$ cat src/wake_ctrl_map.svh
// Address map, field positions, reset values and timing constants of the wake controller
`ifndef WAKE_CTRL_MAP_SVH
`define WAKE_CTRL_MAP_SVH
`define ADDR_IRQ_EN0         11'h100
`define ADDR_IRQ_EN1         11'h101
`define ADDR_COUNT_LO        11'h102
`define ADDR_COUNT_HI        11'h103
`define ADDR_LIMIT_LO        11'h104
`define ADDR_LIMIT_HI        11'h105
`define ADDR_WINDOW          11'h106
`define ADDR_TICK_DIV        11'h107
`define ADDR_LEVEL_LIMIT     11'h108
`define ADDR_OP_CTRL         11'h11a
`define ADDR_CFG_UPPER       11'h30c
`define ADDR_CFG_LOWER       11'h30d
`define ADDR_PERIOD_UPPER    11'h30e
`define ADDR_PERIOD_LOWER    11'h30f
`define RST_BYTE             8'h00
`define RST_WORD             16'h0000
// wake_config_lower fields
`define CFG_RC_EN_BIT        0
`define CFG_XO_EN_BIT        1
`define CFG_SEL_LSB          2
`define CFG_SEL_MSB          3
`define CFG_ARM_BIT          4
`define CFG_RETAIN_BIT       5
// wake_config_upper field
`define CFG_PRESC_MSB        2
// irq_enable_group0 fields
`define IEN0_COUNT_BIT       0
`define IEN0_LEVEL_BIT       1
`define IEN0_PREAMBLE_BIT    2
`define IEN0_SYNC_BIT        3
`define IEN0_ADDR_BIT        4
// irq_enable_group1 field
`define IEN1_TIMEOUT_BIT     0
// operating_control fields
`define OP_LISTEN_BIT        0
`define OP_PREQUAL_BIT       1
// Cause bits as seen on irq_cause
`define CAUSE_TIMEOUT        0
`define CAUSE_COUNT          1
`define CAUSE_LEVEL          2
`define CAUSE_PREAMBLE       3
`define CAUSE_SYNC           4
`define CAUSE_ADDR           5
`define CAUSE_WIDTH          6
// Timing
`define LISTEN_TICK_SHIFT    7
`endif

$ cat src/lp_types_pkg.sv
// Types shared by the wake controller modules
package lp_types_pkg;
    typedef enum logic [2:0] {
        ST_AWAKE   = 3'b000,
        ST_SLEEP   = 3'b001,
        ST_MEASURE = 3'b011,
        ST_LISTEN  = 3'b010,
        ST_HOLD    = 3'b110,
        ST_ON      = 3'b111
    } power_state_t;

    typedef enum logic [1:0] {
        CLK_NONE = 2'b00,
        CLK_RC   = 2'b01,
        CLK_XO   = 2'b10,
        CLK_BAD  = 2'b11
    } wake_clk_sel_t;
endpackage

$ cat src/wake_timer_core.sv
// Prescaled 16-bit down counter that times out and reloads
`timescale 1ns/10ps
`default_nettype none
module wake_timer_core
    import lp_types_pkg::*;
#(
    parameter int COUNT_W = 16,
    parameter int PRESC_W = 3
) (
    input  wire logic               mclk,
    input  wire logic               reset,
    input  wire logic               osc_edge,
    input  wire logic [PRESC_W-1:0] prescale,
    input  wire logic [COUNT_W-1:0] period,
    input  wire logic               load,
    output logic                    timeout,
    output logic      [COUNT_W-1:0] remaining
);
    localparam int DIV_W = 1 << PRESC_W;

    if (COUNT_W < 2 || PRESC_W < 1 || PRESC_W > 4) begin
        $error("wake_timer_core: unsupported width");
    end

    logic [DIV_W-1:0] div_count;
    logic             slow_tick;

    // Terminal count of a divide by 2 to the (prescale + 1)
    function automatic logic [DIV_W-1:0] div_last(input logic [PRESC_W-1:0] p);
        div_last = {DIV_W{1'b1}} >> (DIV_W[PRESC_W:0] - 1'b1 - {1'b0, p});
    endfunction

    assign slow_tick = osc_edge && (div_count == div_last(prescale));

    always_ff @(posedge mclk or posedge reset) begin
        if (reset) begin
            div_count <= '0;
        end else if (load || slow_tick) begin
            div_count <= '0;
        end else if (osc_edge) begin
            div_count <= div_count + 1'b1;
        end
    end

    // A zero period never times out, so a cleared timer stays silent
    always_ff @(posedge mclk or posedge reset) begin
        if (reset) begin
            remaining <= '0;
            timeout   <= 1'b0;
        end else begin
            timeout <= 1'b0;
            if (load) begin
                remaining <= period;
            end else if (slow_tick && remaining != '0) begin
                if (remaining == {{(COUNT_W-1){1'b0}}, 1'b1}) begin
                    remaining <= period;
                    timeout   <= 1'b1;
                end else begin
                    remaining <= remaining - 1'b1;
                end
            end
        end
    end
endmodule
`default_nettype wire

$ cat src/wake_timer_low_power_control.sv
// Wake timer, wake-up counter and autonomous listen control with byte registers
//
// Behaviour
// 16-bit wake timer behind programmable prescaler
// Timer clocked only by slow oscillators
// Wake-up counter counts every timer timeout while the count interrupt is enabled
// Retention bit keeps backup RAM through sleep
// 3-bit prescaler field sets oscillator division
// Separate enables for RC and crystal oscillators
// Clock select: 1 RC, 2 crystal
// Armed timeout wakes device from sleep
// Interval is period times 2^(p+1)/32768
// Timeout interrupt enable in group 1
// Count interrupt enable also enables counter
// Count above limit leaves low power
// Listen enable wakes device autonomously
// Second control bit enables level prequalification
// Level limit register sets prequal threshold
// Dwell equals window count of ticks
// Divider sets dwell tick rate
// Host writes config upper then lower
// Host writes period upper then lower
// Listen event enables gate their interrupts
// Enabled listen events wake sleeping host
// Timeout adds one, raises enabled interrupt
// Count within limit returns to sleep
// Preamble in window extends dwell to end
// Timer reloads period and restarts
// Level compared only when prequal enabled
`timescale 1ns/10ps
`default_nettype none
`include "wake_ctrl_map.svh"
module wake_timer_low_power_control
    import lp_types_pkg::*;
#(
    parameter int COUNT_W = 16
) (
    input  wire logic        mclk,
    input  wire logic        reset,
    input  wire logic [10:0] reg_addr,
    input  wire logic [7:0]  reg_wdata,
    input  wire logic        reg_wr,
    input  wire logic        reg_rd,
    output logic      [7:0]  reg_rdata,
    input  wire logic        rc_osc_32k,
    input  wire logic        crystal_osc_32k,
    input  wire logic        dwell_ref_6m5,
    input  wire logic        sleep_cmd,
    input  wire logic        wake_cmd,
    input  wire logic        level_valid,
    input  wire logic [7:0]  level_sample,
    input  wire logic        preamble_seen,
    input  wire logic        sync_seen,
    input  wire logic        address_seen,
    input  wire logic        packet_done,
    input  wire logic        packet_invalid,
    input  wire logic        irq_ack,
    output logic             rc_osc_enable,
    output logic             crystal_osc_enable,
    output logic             sleep_state,
    output logic             backup_ram_keep,
    output logic             radio_rx_on,
    output logic             host_irq,
    output logic      [5:0]  irq_cause
);
    if (COUNT_W != 16) begin
        $error("wake_timer_low_power_control: counter must be 16 bits");
    end

    power_state_t state;
    power_state_t next_state;

    logic [7:0]  irq_enable_group0;
    logic [7:0]  irq_enable_group1;
    logic [15:0] wake_count;
    logic [15:0] wake_count_limit;
    logic [7:0]  listen_window_count;
    logic [7:0]  listen_tick_div;
    logic [7:0]  level_prequal_limit;
    logic [7:0]  operating_control;
    logic [7:0]  wake_config_upper;
    logic [7:0]  wake_config_lower;
    logic [7:0]  staged_config_upper;
    logic [15:0] wake_period_count;
    logic [7:0]  staged_period_upper;
    logic        period_load;

    logic        wr_hit_cfg_lo;
    logic        wr_hit_per_lo;
    logic        timeout;
    logic [15:0] remaining;
    logic        osc_sel_level;
    logic        osc_prev;
    logic        osc_edge;
    logic        ref_prev;
    logic        ref_edge;
    logic [14:0] tick_count;
    logic [7:0]  window_left;
    logic        window_over;
    logic        count_on;
    logic [15:0] count_plus;
    logic        count_exceeds;
    logic [5:0]  cause_set;

    function automatic logic wr_at(input logic [10:0] a);
        wr_at = reg_wr && (reg_addr == a);
    endfunction

    assign wr_hit_cfg_lo = wr_at(`ADDR_CFG_LOWER);
    assign wr_hit_per_lo = wr_at(`ADDR_PERIOD_LOWER);
    assign count_on      = irq_enable_group0[`IEN0_COUNT_BIT];
    assign count_plus    = wake_count + 16'h0001;
    assign count_exceeds = count_plus > wake_count_limit;

    // Register writes; config and period upper bytes wait in staging until their lower partner arrives
    always_ff @(posedge mclk or posedge reset) begin
        if (reset) begin
            irq_enable_group0   <= `RST_BYTE;
            irq_enable_group1   <= `RST_BYTE;
            wake_count_limit    <= `RST_WORD;
            listen_window_count <= `RST_BYTE;
            listen_tick_div     <= `RST_BYTE;
            level_prequal_limit <= `RST_BYTE;
            operating_control   <= `RST_BYTE;
            staged_config_upper <= `RST_BYTE;
            wake_config_upper   <= `RST_BYTE;
            wake_config_lower   <= `RST_BYTE;
            staged_period_upper <= `RST_BYTE;
            wake_period_count   <= `RST_WORD;
        end else if (reg_wr) begin
            unique case (reg_addr)
                `ADDR_IRQ_EN0:      irq_enable_group0      <= reg_wdata;
                `ADDR_IRQ_EN1:      irq_enable_group1      <= reg_wdata;
                `ADDR_LIMIT_LO:     wake_count_limit[7:0]  <= reg_wdata;
                `ADDR_LIMIT_HI:     wake_count_limit[15:8] <= reg_wdata;
                `ADDR_WINDOW:       listen_window_count    <= reg_wdata;
                `ADDR_TICK_DIV:     listen_tick_div        <= reg_wdata;
                `ADDR_LEVEL_LIMIT:  level_prequal_limit    <= reg_wdata;
                `ADDR_OP_CTRL:      operating_control      <= reg_wdata;
                `ADDR_CFG_UPPER:    staged_config_upper    <= reg_wdata;
                `ADDR_CFG_LOWER: begin
                    wake_config_upper <= staged_config_upper;
                    wake_config_lower <= reg_wdata;
                end
                `ADDR_PERIOD_UPPER: staged_period_upper    <= reg_wdata;
                `ADDR_PERIOD_LOWER: wake_period_count <= {staged_period_upper, reg_wdata};
                default: ;
            endcase
        end
    end

    // Timer restarts whenever its period or configuration is committed
    always_ff @(posedge mclk or posedge reset) begin
        if (reset) begin
            period_load <= 1'b0;
        end else begin
            period_load <= wr_hit_per_lo || wr_hit_cfg_lo;
        end
    end

    // Slow clock source; a source that is not switched on gives no edges
    always_comb begin
        unique case (wake_clk_sel_t'(wake_config_lower[`CFG_SEL_MSB:`CFG_SEL_LSB]))
            CLK_RC:   osc_sel_level = rc_osc_32k && wake_config_lower[`CFG_RC_EN_BIT];
            CLK_XO:   osc_sel_level = crystal_osc_32k && wake_config_lower[`CFG_XO_EN_BIT];
            CLK_NONE: osc_sel_level = 1'b0;
            CLK_BAD:  osc_sel_level = 1'b0;
        endcase
    end

    always_ff @(posedge mclk or posedge reset) begin
        if (reset) begin
            osc_prev <= 1'b0;
            ref_prev <= 1'b0;
        end else begin
            osc_prev <= osc_sel_level;
            ref_prev <= dwell_ref_6m5;
        end
    end

    assign osc_edge = osc_sel_level && !osc_prev;
    assign ref_edge = dwell_ref_6m5 && !ref_prev;

    wake_timer_core #(
        .COUNT_W (COUNT_W),
        .PRESC_W (3)
    ) u_timer (
        .mclk      (mclk),
        .reset     (reset),
        .osc_edge  (osc_edge),
        .prescale  (wake_config_upper[`CFG_PRESC_MSB:0]),
        .period    (wake_period_count),
        .load      (period_load),
        .timeout   (timeout),
        .remaining (remaining)
    );

    // Wake-up counter; host writes lose to a coincident timeout while the count interrupt is enabled
    always_ff @(posedge mclk or posedge reset) begin
        if (reset) begin
            wake_count <= `RST_WORD;
        end else if (timeout && count_on) begin
            wake_count <= count_plus;
        end else if (wr_at(`ADDR_COUNT_LO)) begin
            wake_count[7:0] <= reg_wdata;
        end else if (wr_at(`ADDR_COUNT_HI)) begin
            wake_count[15:8] <= reg_wdata;
        end
    end

    // Dwell window: each tick is 128 times the divider in reference edges
    assign window_over = (window_left == 8'h00) || (listen_tick_div == 8'h00);

    always_ff @(posedge mclk or posedge reset) begin
        if (reset) begin
            tick_count  <= 15'h0000;
            window_left <= `RST_BYTE;
        end else if (state != ST_LISTEN) begin
            tick_count  <= 15'h0000;
            window_left <= listen_window_count;
        end else if (ref_edge && !window_over) begin
            if (tick_count == (15'(listen_tick_div) << `LISTEN_TICK_SHIFT) - 15'h0001) begin
                tick_count  <= 15'h0000;
                window_left <= window_left - 8'h01;
            end else begin
                tick_count <= tick_count + 15'h0001;
            end
        end
    end

    // Power state sequencing
    always_comb begin
        next_state = state;
        unique case (state)
            ST_AWAKE, ST_ON: begin
                if (sleep_cmd) begin
                    next_state = ST_SLEEP;
                end
            end
            ST_SLEEP: begin
                if (wake_cmd) begin
                    next_state = ST_AWAKE;
                end else if (timeout && wake_config_lower[`CFG_ARM_BIT]) begin
                    if (count_on && count_exceeds) begin
                        next_state = ST_AWAKE;
                    end else if (!operating_control[`OP_LISTEN_BIT]) begin
                        next_state = ST_SLEEP;
                    end else if (operating_control[`OP_PREQUAL_BIT]) begin
                        next_state = ST_MEASURE;
                    end else begin
                        next_state = ST_LISTEN;
                    end
                end
            end
            ST_MEASURE: begin
                if (wake_cmd) begin
                    next_state = ST_AWAKE;
                end else if (level_valid) begin
                    if (level_sample <= level_prequal_limit) begin
                        next_state = ST_SLEEP;
                    end else if (irq_enable_group0[`IEN0_LEVEL_BIT]) begin
                        next_state = ST_ON;
                    end else begin
                        next_state = ST_LISTEN;
                    end
                end
            end
            ST_LISTEN, ST_HOLD: begin
                if (wake_cmd) begin
                    next_state = ST_AWAKE;
                end else if (cause_set[`CAUSE_PREAMBLE] || cause_set[`CAUSE_SYNC]
                             || cause_set[`CAUSE_ADDR]) begin
                    next_state = ST_ON;
                end else if (packet_invalid) begin
                    next_state = ST_SLEEP;
                end else if (packet_done && state == ST_HOLD) begin
                    next_state = ST_ON;
                end else if (preamble_seen && state == ST_LISTEN) begin
                    next_state = ST_HOLD;
                end else if (state == ST_LISTEN && window_over) begin
                    next_state = ST_SLEEP;
                end
            end
            default: next_state = ST_AWAKE;
        endcase
    end

    always_ff @(posedge mclk or posedge reset) begin
        if (reset) begin
            state <= ST_AWAKE;
        end else begin
            state <= next_state;
        end
    end

    // Interrupt causes; level counts in measure, preamble in listen, sync and address in listen or hold
    always_comb begin
        cause_set = '0;
        cause_set[`CAUSE_TIMEOUT] = timeout && irq_enable_group1[`IEN1_TIMEOUT_BIT];
        cause_set[`CAUSE_COUNT] = timeout && count_on && count_exceeds;
        cause_set[`CAUSE_LEVEL] = state == ST_MEASURE && level_valid
                                  && level_sample > level_prequal_limit
                                  && irq_enable_group0[`IEN0_LEVEL_BIT];
        cause_set[`CAUSE_PREAMBLE] = state == ST_LISTEN && preamble_seen
                                     && irq_enable_group0[`IEN0_PREAMBLE_BIT];
        cause_set[`CAUSE_SYNC] = (state == ST_LISTEN || state == ST_HOLD) && sync_seen
                                 && irq_enable_group0[`IEN0_SYNC_BIT];
        cause_set[`CAUSE_ADDR] = (state == ST_LISTEN || state == ST_HOLD) && address_seen
                                 && irq_enable_group0[`IEN0_ADDR_BIT];
    end

    // Set wins over the acknowledge so no event slips through
    always_ff @(posedge mclk or posedge reset) begin
        if (reset) begin
            irq_cause <= '0;
            host_irq  <= 1'b0;
        end else begin
            irq_cause <= (irq_ack ? 6'h00 : irq_cause) | cause_set;
            host_irq  <= (!irq_ack && host_irq) || (cause_set != 6'h00);
        end
    end

    // Sleep, RAM and receiver outputs follow the next state so they change with it; oscillator enables follow wake_config_lower
    always_ff @(posedge mclk or posedge reset) begin
        if (reset) begin
            sleep_state        <= 1'b0;
            backup_ram_keep    <= 1'b1;
            radio_rx_on        <= 1'b0;
            rc_osc_enable      <= 1'b0;
            crystal_osc_enable <= 1'b0;
        end else begin
            sleep_state        <= next_state == ST_SLEEP;
            backup_ram_keep    <= next_state != ST_SLEEP
                                  || wake_config_lower[`CFG_RETAIN_BIT];
            radio_rx_on        <= next_state == ST_MEASURE || next_state == ST_LISTEN
                                  || next_state == ST_HOLD;
            rc_osc_enable      <= wake_config_lower[`CFG_RC_EN_BIT];
            crystal_osc_enable <= wake_config_lower[`CFG_XO_EN_BIT];
        end
    end

    // Read port: one cycle late, unmapped addresses read zero
    always_ff @(posedge mclk or posedge reset) begin
        if (reset) begin
            reg_rdata <= `RST_BYTE;
        end else if (reg_rd) begin
            unique case (reg_addr)
                `ADDR_IRQ_EN0:      reg_rdata <= irq_enable_group0;
                `ADDR_IRQ_EN1:      reg_rdata <= irq_enable_group1;
                `ADDR_COUNT_LO:     reg_rdata <= wake_count[7:0];
                `ADDR_COUNT_HI:     reg_rdata <= wake_count[15:8];
                `ADDR_LIMIT_LO:     reg_rdata <= wake_count_limit[7:0];
                `ADDR_LIMIT_HI:     reg_rdata <= wake_count_limit[15:8];
                `ADDR_WINDOW:       reg_rdata <= listen_window_count;
                `ADDR_TICK_DIV:     reg_rdata <= listen_tick_div;
                `ADDR_LEVEL_LIMIT:  reg_rdata <= level_prequal_limit;
                `ADDR_OP_CTRL:      reg_rdata <= operating_control;
                `ADDR_CFG_UPPER:    reg_rdata <= wake_config_upper;
                `ADDR_CFG_LOWER:    reg_rdata <= wake_config_lower;
                `ADDR_PERIOD_UPPER: reg_rdata <= wake_period_count[15:8];
                `ADDR_PERIOD_LOWER: reg_rdata <= wake_period_count[7:0];
                default:            reg_rdata <= `RST_BYTE;
            endcase
        end
    end
endmodule
`default_nettype wire

$ cat config.mk
export PLATFORM = sky130hd
export DESIGN_NAME = wake_timer_low_power_control
export DESIGN_NICKNAME = d
export VERILOG_FILES = /design/src/lp_types_pkg.sv /design/src/wake_timer_core.sv /design/src/wake_timer_low_power_control.sv
export VERILOG_INCLUDE_DIRS = /design/src
export SDC_FILE = /design/constraint.sdc
export NUM_CORES = 1
export LEC_CHECK = 0
export BUFFER_PORTS_ARGS = -buffer_cell sky130_fd_sc_hd__buf_2
export CORE_MARGIN = 2
export CORE_UTILIZATION = 45
export CTS_CLUSTER_SIZE = 14
export DETAILED_ROUTE_END_ITERATION = 8
export GPL_TIMING_DRIVEN = 0
export PLACE_DENSITY = 0.63
export SLEW_MARGIN = 25
export SYNTH_ARGS = -nofsm -noshare
export SYNTH_HDL_FRONTEND = slang
export SYNTH_SLANG_ARGS = --single-unit
$ cat constraint.sdc
create_clock -name mclk -period 10.4 [get_ports mclk]
set_input_delay 1.04 -clock mclk [delete_from_list [all_inputs] [get_ports mclk]]
set_output_delay 1.04 -clock mclk [all_outputs]
set_load 0.05 [all_outputs]
==> results_dict.tcl <==
set metrics [dict create \
    cap_violations 0 \
    post_dp_hpwl_um 22300 \
    detail_route.wl_per_cell_um 20.9 \
    final.setup.tns_ns 0 \
    first_iter_violations 702 \
    detail_route.first_pass.iterations 5 \
    worstPathMaxFanout 5 \
    worst_slew_pin_slew_ns 1.05 \
    finalWirelength_um 30500 \
    total_area_of_sequential_cells_sq_um 5060 \
    synth-seq-area-share 0.464 \
    cts.sinks 202 \
    max-vdd-ir-drop_mv 0.118 \
    drive_above_1_share 0.222 \
    placeableCoreArea_sq_um 23600 \
    endpoint_kind "flip-flop" \
    status "finished, final reports clean" \
    worstPathRequired_ns 10.85 \
    crit_chain "ha_1, and3_1, and3_1, and3_1, clkbuf_1, nand2_1, nor2_1, xnor2_1, ha_1, nand4_1, or4_1, a21o_1, a31oi_1, nor4_1, a221oi_1, and2_1" \
    report.final.hold_viol_count 0 \
    area.growth.synth_to_final_pct 14.0 \
    post_synth_num_cell_types 74 \
    worstSetupStartpointType "flip-flop" \
    ctsLongestPathBuffers 3 \
    synth-warning-count 0 \
    cts-htree-levels 1 \
    place_congestion 0.921 \
    grt_pass1_vias 8575 \
    min_period_ns 4.54 \
    cts_buffers 23 \
    io_pins 63 \
    grt-ovfl-total 0 \
    count_of_input_and_output_buffers 60 \
    layout_worst_path_cycle_share 0.437 \
    setup_repair_after_global_routing_missed_its_margin "false" \
    post_synth_instance_area_sq_um 10900 \
    ys_ff_latch 202 \
    num-fill-cells 2161 \
    hold_buffers 0 \
    numPlacedInstances 1420 \
    cts_post_setup_buffers_inserted 0 \
    arrival_ns 4.99 \
    clkSlewWorstSetupHoldPaths_ns 0.06 \
    clk_latency_ns 0.52 \
    critPathKind "flip-flop to flip-flop" \
    grt_pass1_wl_um 48400 \
    min_path_type "flip-flop to flip-flop" \
    mean_area_per_synthesized_cell_sq_um 10.5 \
    number_of_rows_created_at_floorplan 56 \
    fp.dieH_um 160 \
    timing.final.max_slew_violations 0 \
    number_of_flops_mapped_to_enable_cells_by_yosys 0 \
    fin_worst_skew_ns 0.0103 \
    grt_max_degree 77 \
    via_per_inst 5.89 \
    syn_nets 1114 \
    drt_drc_violations_left 0 \
    diode_insertion_count_for_antenna_repair 0 \
    crit_path_max_incr_delay_ns 0.50 \
    worst_hold_slack_ns 0.482 \
    final_common_cell "sky130_fd_sc_hd__dfrtp_1" \
    grt_util_all_layers 0.240 \
    cts_tree "done" \
    critical-path-slowest-cell "sky130_fd_sc_hd__a221oi_1" \
    die_area_sq_um 25500 \
    syn-instance-count 1039 \
    final-instance-count-excl-fill 1460 \
    layout_common_cells "sky130_fd_sc_hd__dfrtp_1 (201), sky130_fd_sc_hd__mux2_2 (104), sky130_fd_sc_hd__nor2_1 (90)" \
    ys.flop_type "sky130_fd_sc_hd__dfrtp_1" \
    multi_input_area_sq_um 5450 \
    cts.root.buffer_cell "sky130_fd_sc_hd__clkbuf_16" \
    static-leakage-power_nw 5.81 \
    layout.nets 1201 \
    vias 8598 \
    maxClockFrequency_mhz 220 \
    post_cts_resized 0 \
    report.final.setup_viol 0 \
    antenna_left 0 \
    synthArstFlopShare 1.00 \
    die_width_um 160 \
    worst_path_most_repeated_cell "sky130_fd_sc_hd__and3_1" \
    initial_antenna_violation_count 0 \
    slew_headroom 0.292 \
    powerDensity_nw_per_um2 139 \
    initial_utilization 0.461 \
]
==> final cells by class <==
| class | count | share of cell area |
|---|---|---|
| well taps | 319 | 0.0321 |
| multi-input cells | 746 | 0.439 |
| plain buffers | 46 | 0.0187 |
| flip-flops and latches | 202 | 0.407 |
| clock inverters | 6 | 0.00665 |
| repair buffers | 62 | 0.0286 |
| clock buffers | 34 | 0.0537 |
| inverters | 45 | 0.0142 |
==> per-stage QoR <==
stage | cell area, sq um | utilization | power, mW | worst slack (ns)
finish | 12400 | 0.526 | 1.72 | 5.86
global route | 12400 | 0.526 | 1.78 | 5.59
CTS | 12400 | 0.526 | 1.73 | 5.99
global placement | 11600 | 0.491 | 0.920 | 1.35
detailed placement | 11700 | 0.494 | 0.924 | 6.01
floorplan | 10900 | - | 0.882 | 3.85
==> metal layers <==
layer,global-route usage,part of all wire,routed length [um]
met1,0.343,0.46,14100
met2,0.368,0.44,13500
met3,0.0542,0.070,2150
met4,0.0649,0.027,817
met5,0,0,0
==> power by group <==
part / switching [mW] / internal (mW) / total [mW]
clock: 0.322 / 0.491 / 0.813
sequential: 0.00845 / 0.795 / 0.803
combinational: 0.0719 / 0.0345 / 0.106
==> critical path: cells and delay by family, from the launching register on <==
family	cells	cell delay, ns
AND/OR/NAND/NOR	9	1.89
buffers and inverters	1	0.25
XOR/XNOR	1	0.10
flip-flops	1	0.45
adder cells (fa/ha/maj)	2	0.61
AO/OA/AOI/OAI	3	1.17
==> registers in the layout, indices dropped and copies added (netlist names), 15 cells and up <==
name               count
tick_count            15
wake_count            16
wake_period_count     16
u_timer.remaining     16
wake_count_limit      16
==> cells by family (layout without fill, tap and decap cells) <==
family / after synthesis / after routing / synth area share
AO/OA/AOI/OAI: 225 / 225 / 0.144
XOR/XNOR: 48 / 48 / 0.0386
adder cells (fa/ha/maj): 32 / 32 / 0.0368
buffers and inverters: 91 / 193 / 0.0369
flip-flops: 202 / 202 / 0.464
multiplexers: 122 / 122 / 0.128
AND/OR/NAND/NOR: 319 / 319 / 0.152
==> synth_stat cells (7+ instances only) <==
library cell,instances,share of area
sky130_fd_sc_hd__o21ai_0,61,0.028
sky130_fd_sc_hd__xnor2_1,22,0.018
sky130_fd_sc_hd__a221oi_1,18,0.014
sky130_fd_sc_hd__xor2_1,26,0.021
sky130_fd_sc_hd__inv_1,45,0.016
sky130_fd_sc_hd__ha_1,32,0.037
sky130_fd_sc_hd__mux2_4,8,0.011
sky130_fd_sc_hd__mux2i_1,10,0.0092
sky130_fd_sc_hd__and3_1,23,0.013
sky130_fd_sc_hd__a21oi_1,30,0.014
sky130_fd_sc_hd__nor2_1,90,0.031
sky130_fd_sc_hd__nand4_1,15,0.0086
sky130_fd_sc_hd__nand2_1,81,0.028
sky130_fd_sc_hd__a31oi_1,12,0.0069
sky130_fd_sc_hd__nor3_1,18,0.0083
sky130_fd_sc_hd__a22oi_1,35,0.024
sky130_fd_sc_hd__nand2b_1,8,0.0046
sky130_fd_sc_hd__mux2_2,104,0.11
sky130_fd_sc_hd__clkbuf_1,34,0.012
sky130_fd_sc_hd__a22o_1,7,0.0056
sky130_fd_sc_hd__dfrtp_1,201,0.46
sky130_fd_sc_hd__a32oi_1,7,0.0056
sky130_fd_sc_hd__a21o_1,9,0.0062
sky130_fd_sc_hd__nand3_1,19,0.0087
sky130_fd_sc_hd__buf_2,7,0.0032
==> final timing paths <==
| kind | start | endpoint | slack, ns | cells after the start |
|---|---|---|---|---|
| max reg2reg | wake_count[1] | sleep_state | 5.86 | 16 |
| max in group asynchronous | reset | irq_cause[3] | 8.76 | 4 |
| min | irq_cause[4] | irq_cause[4] | 0.48 | 1 |
| min reg2reg | irq_cause[4] | irq_cause[4] | 0.48 | 1 |
| min in group asynchronous | reset | level_prequal_limit[6] | 0.53 | 2 |
| max | wake_count[1] | sleep_state | 5.86 | 16 |
Power figures use the tool's default switching activity.
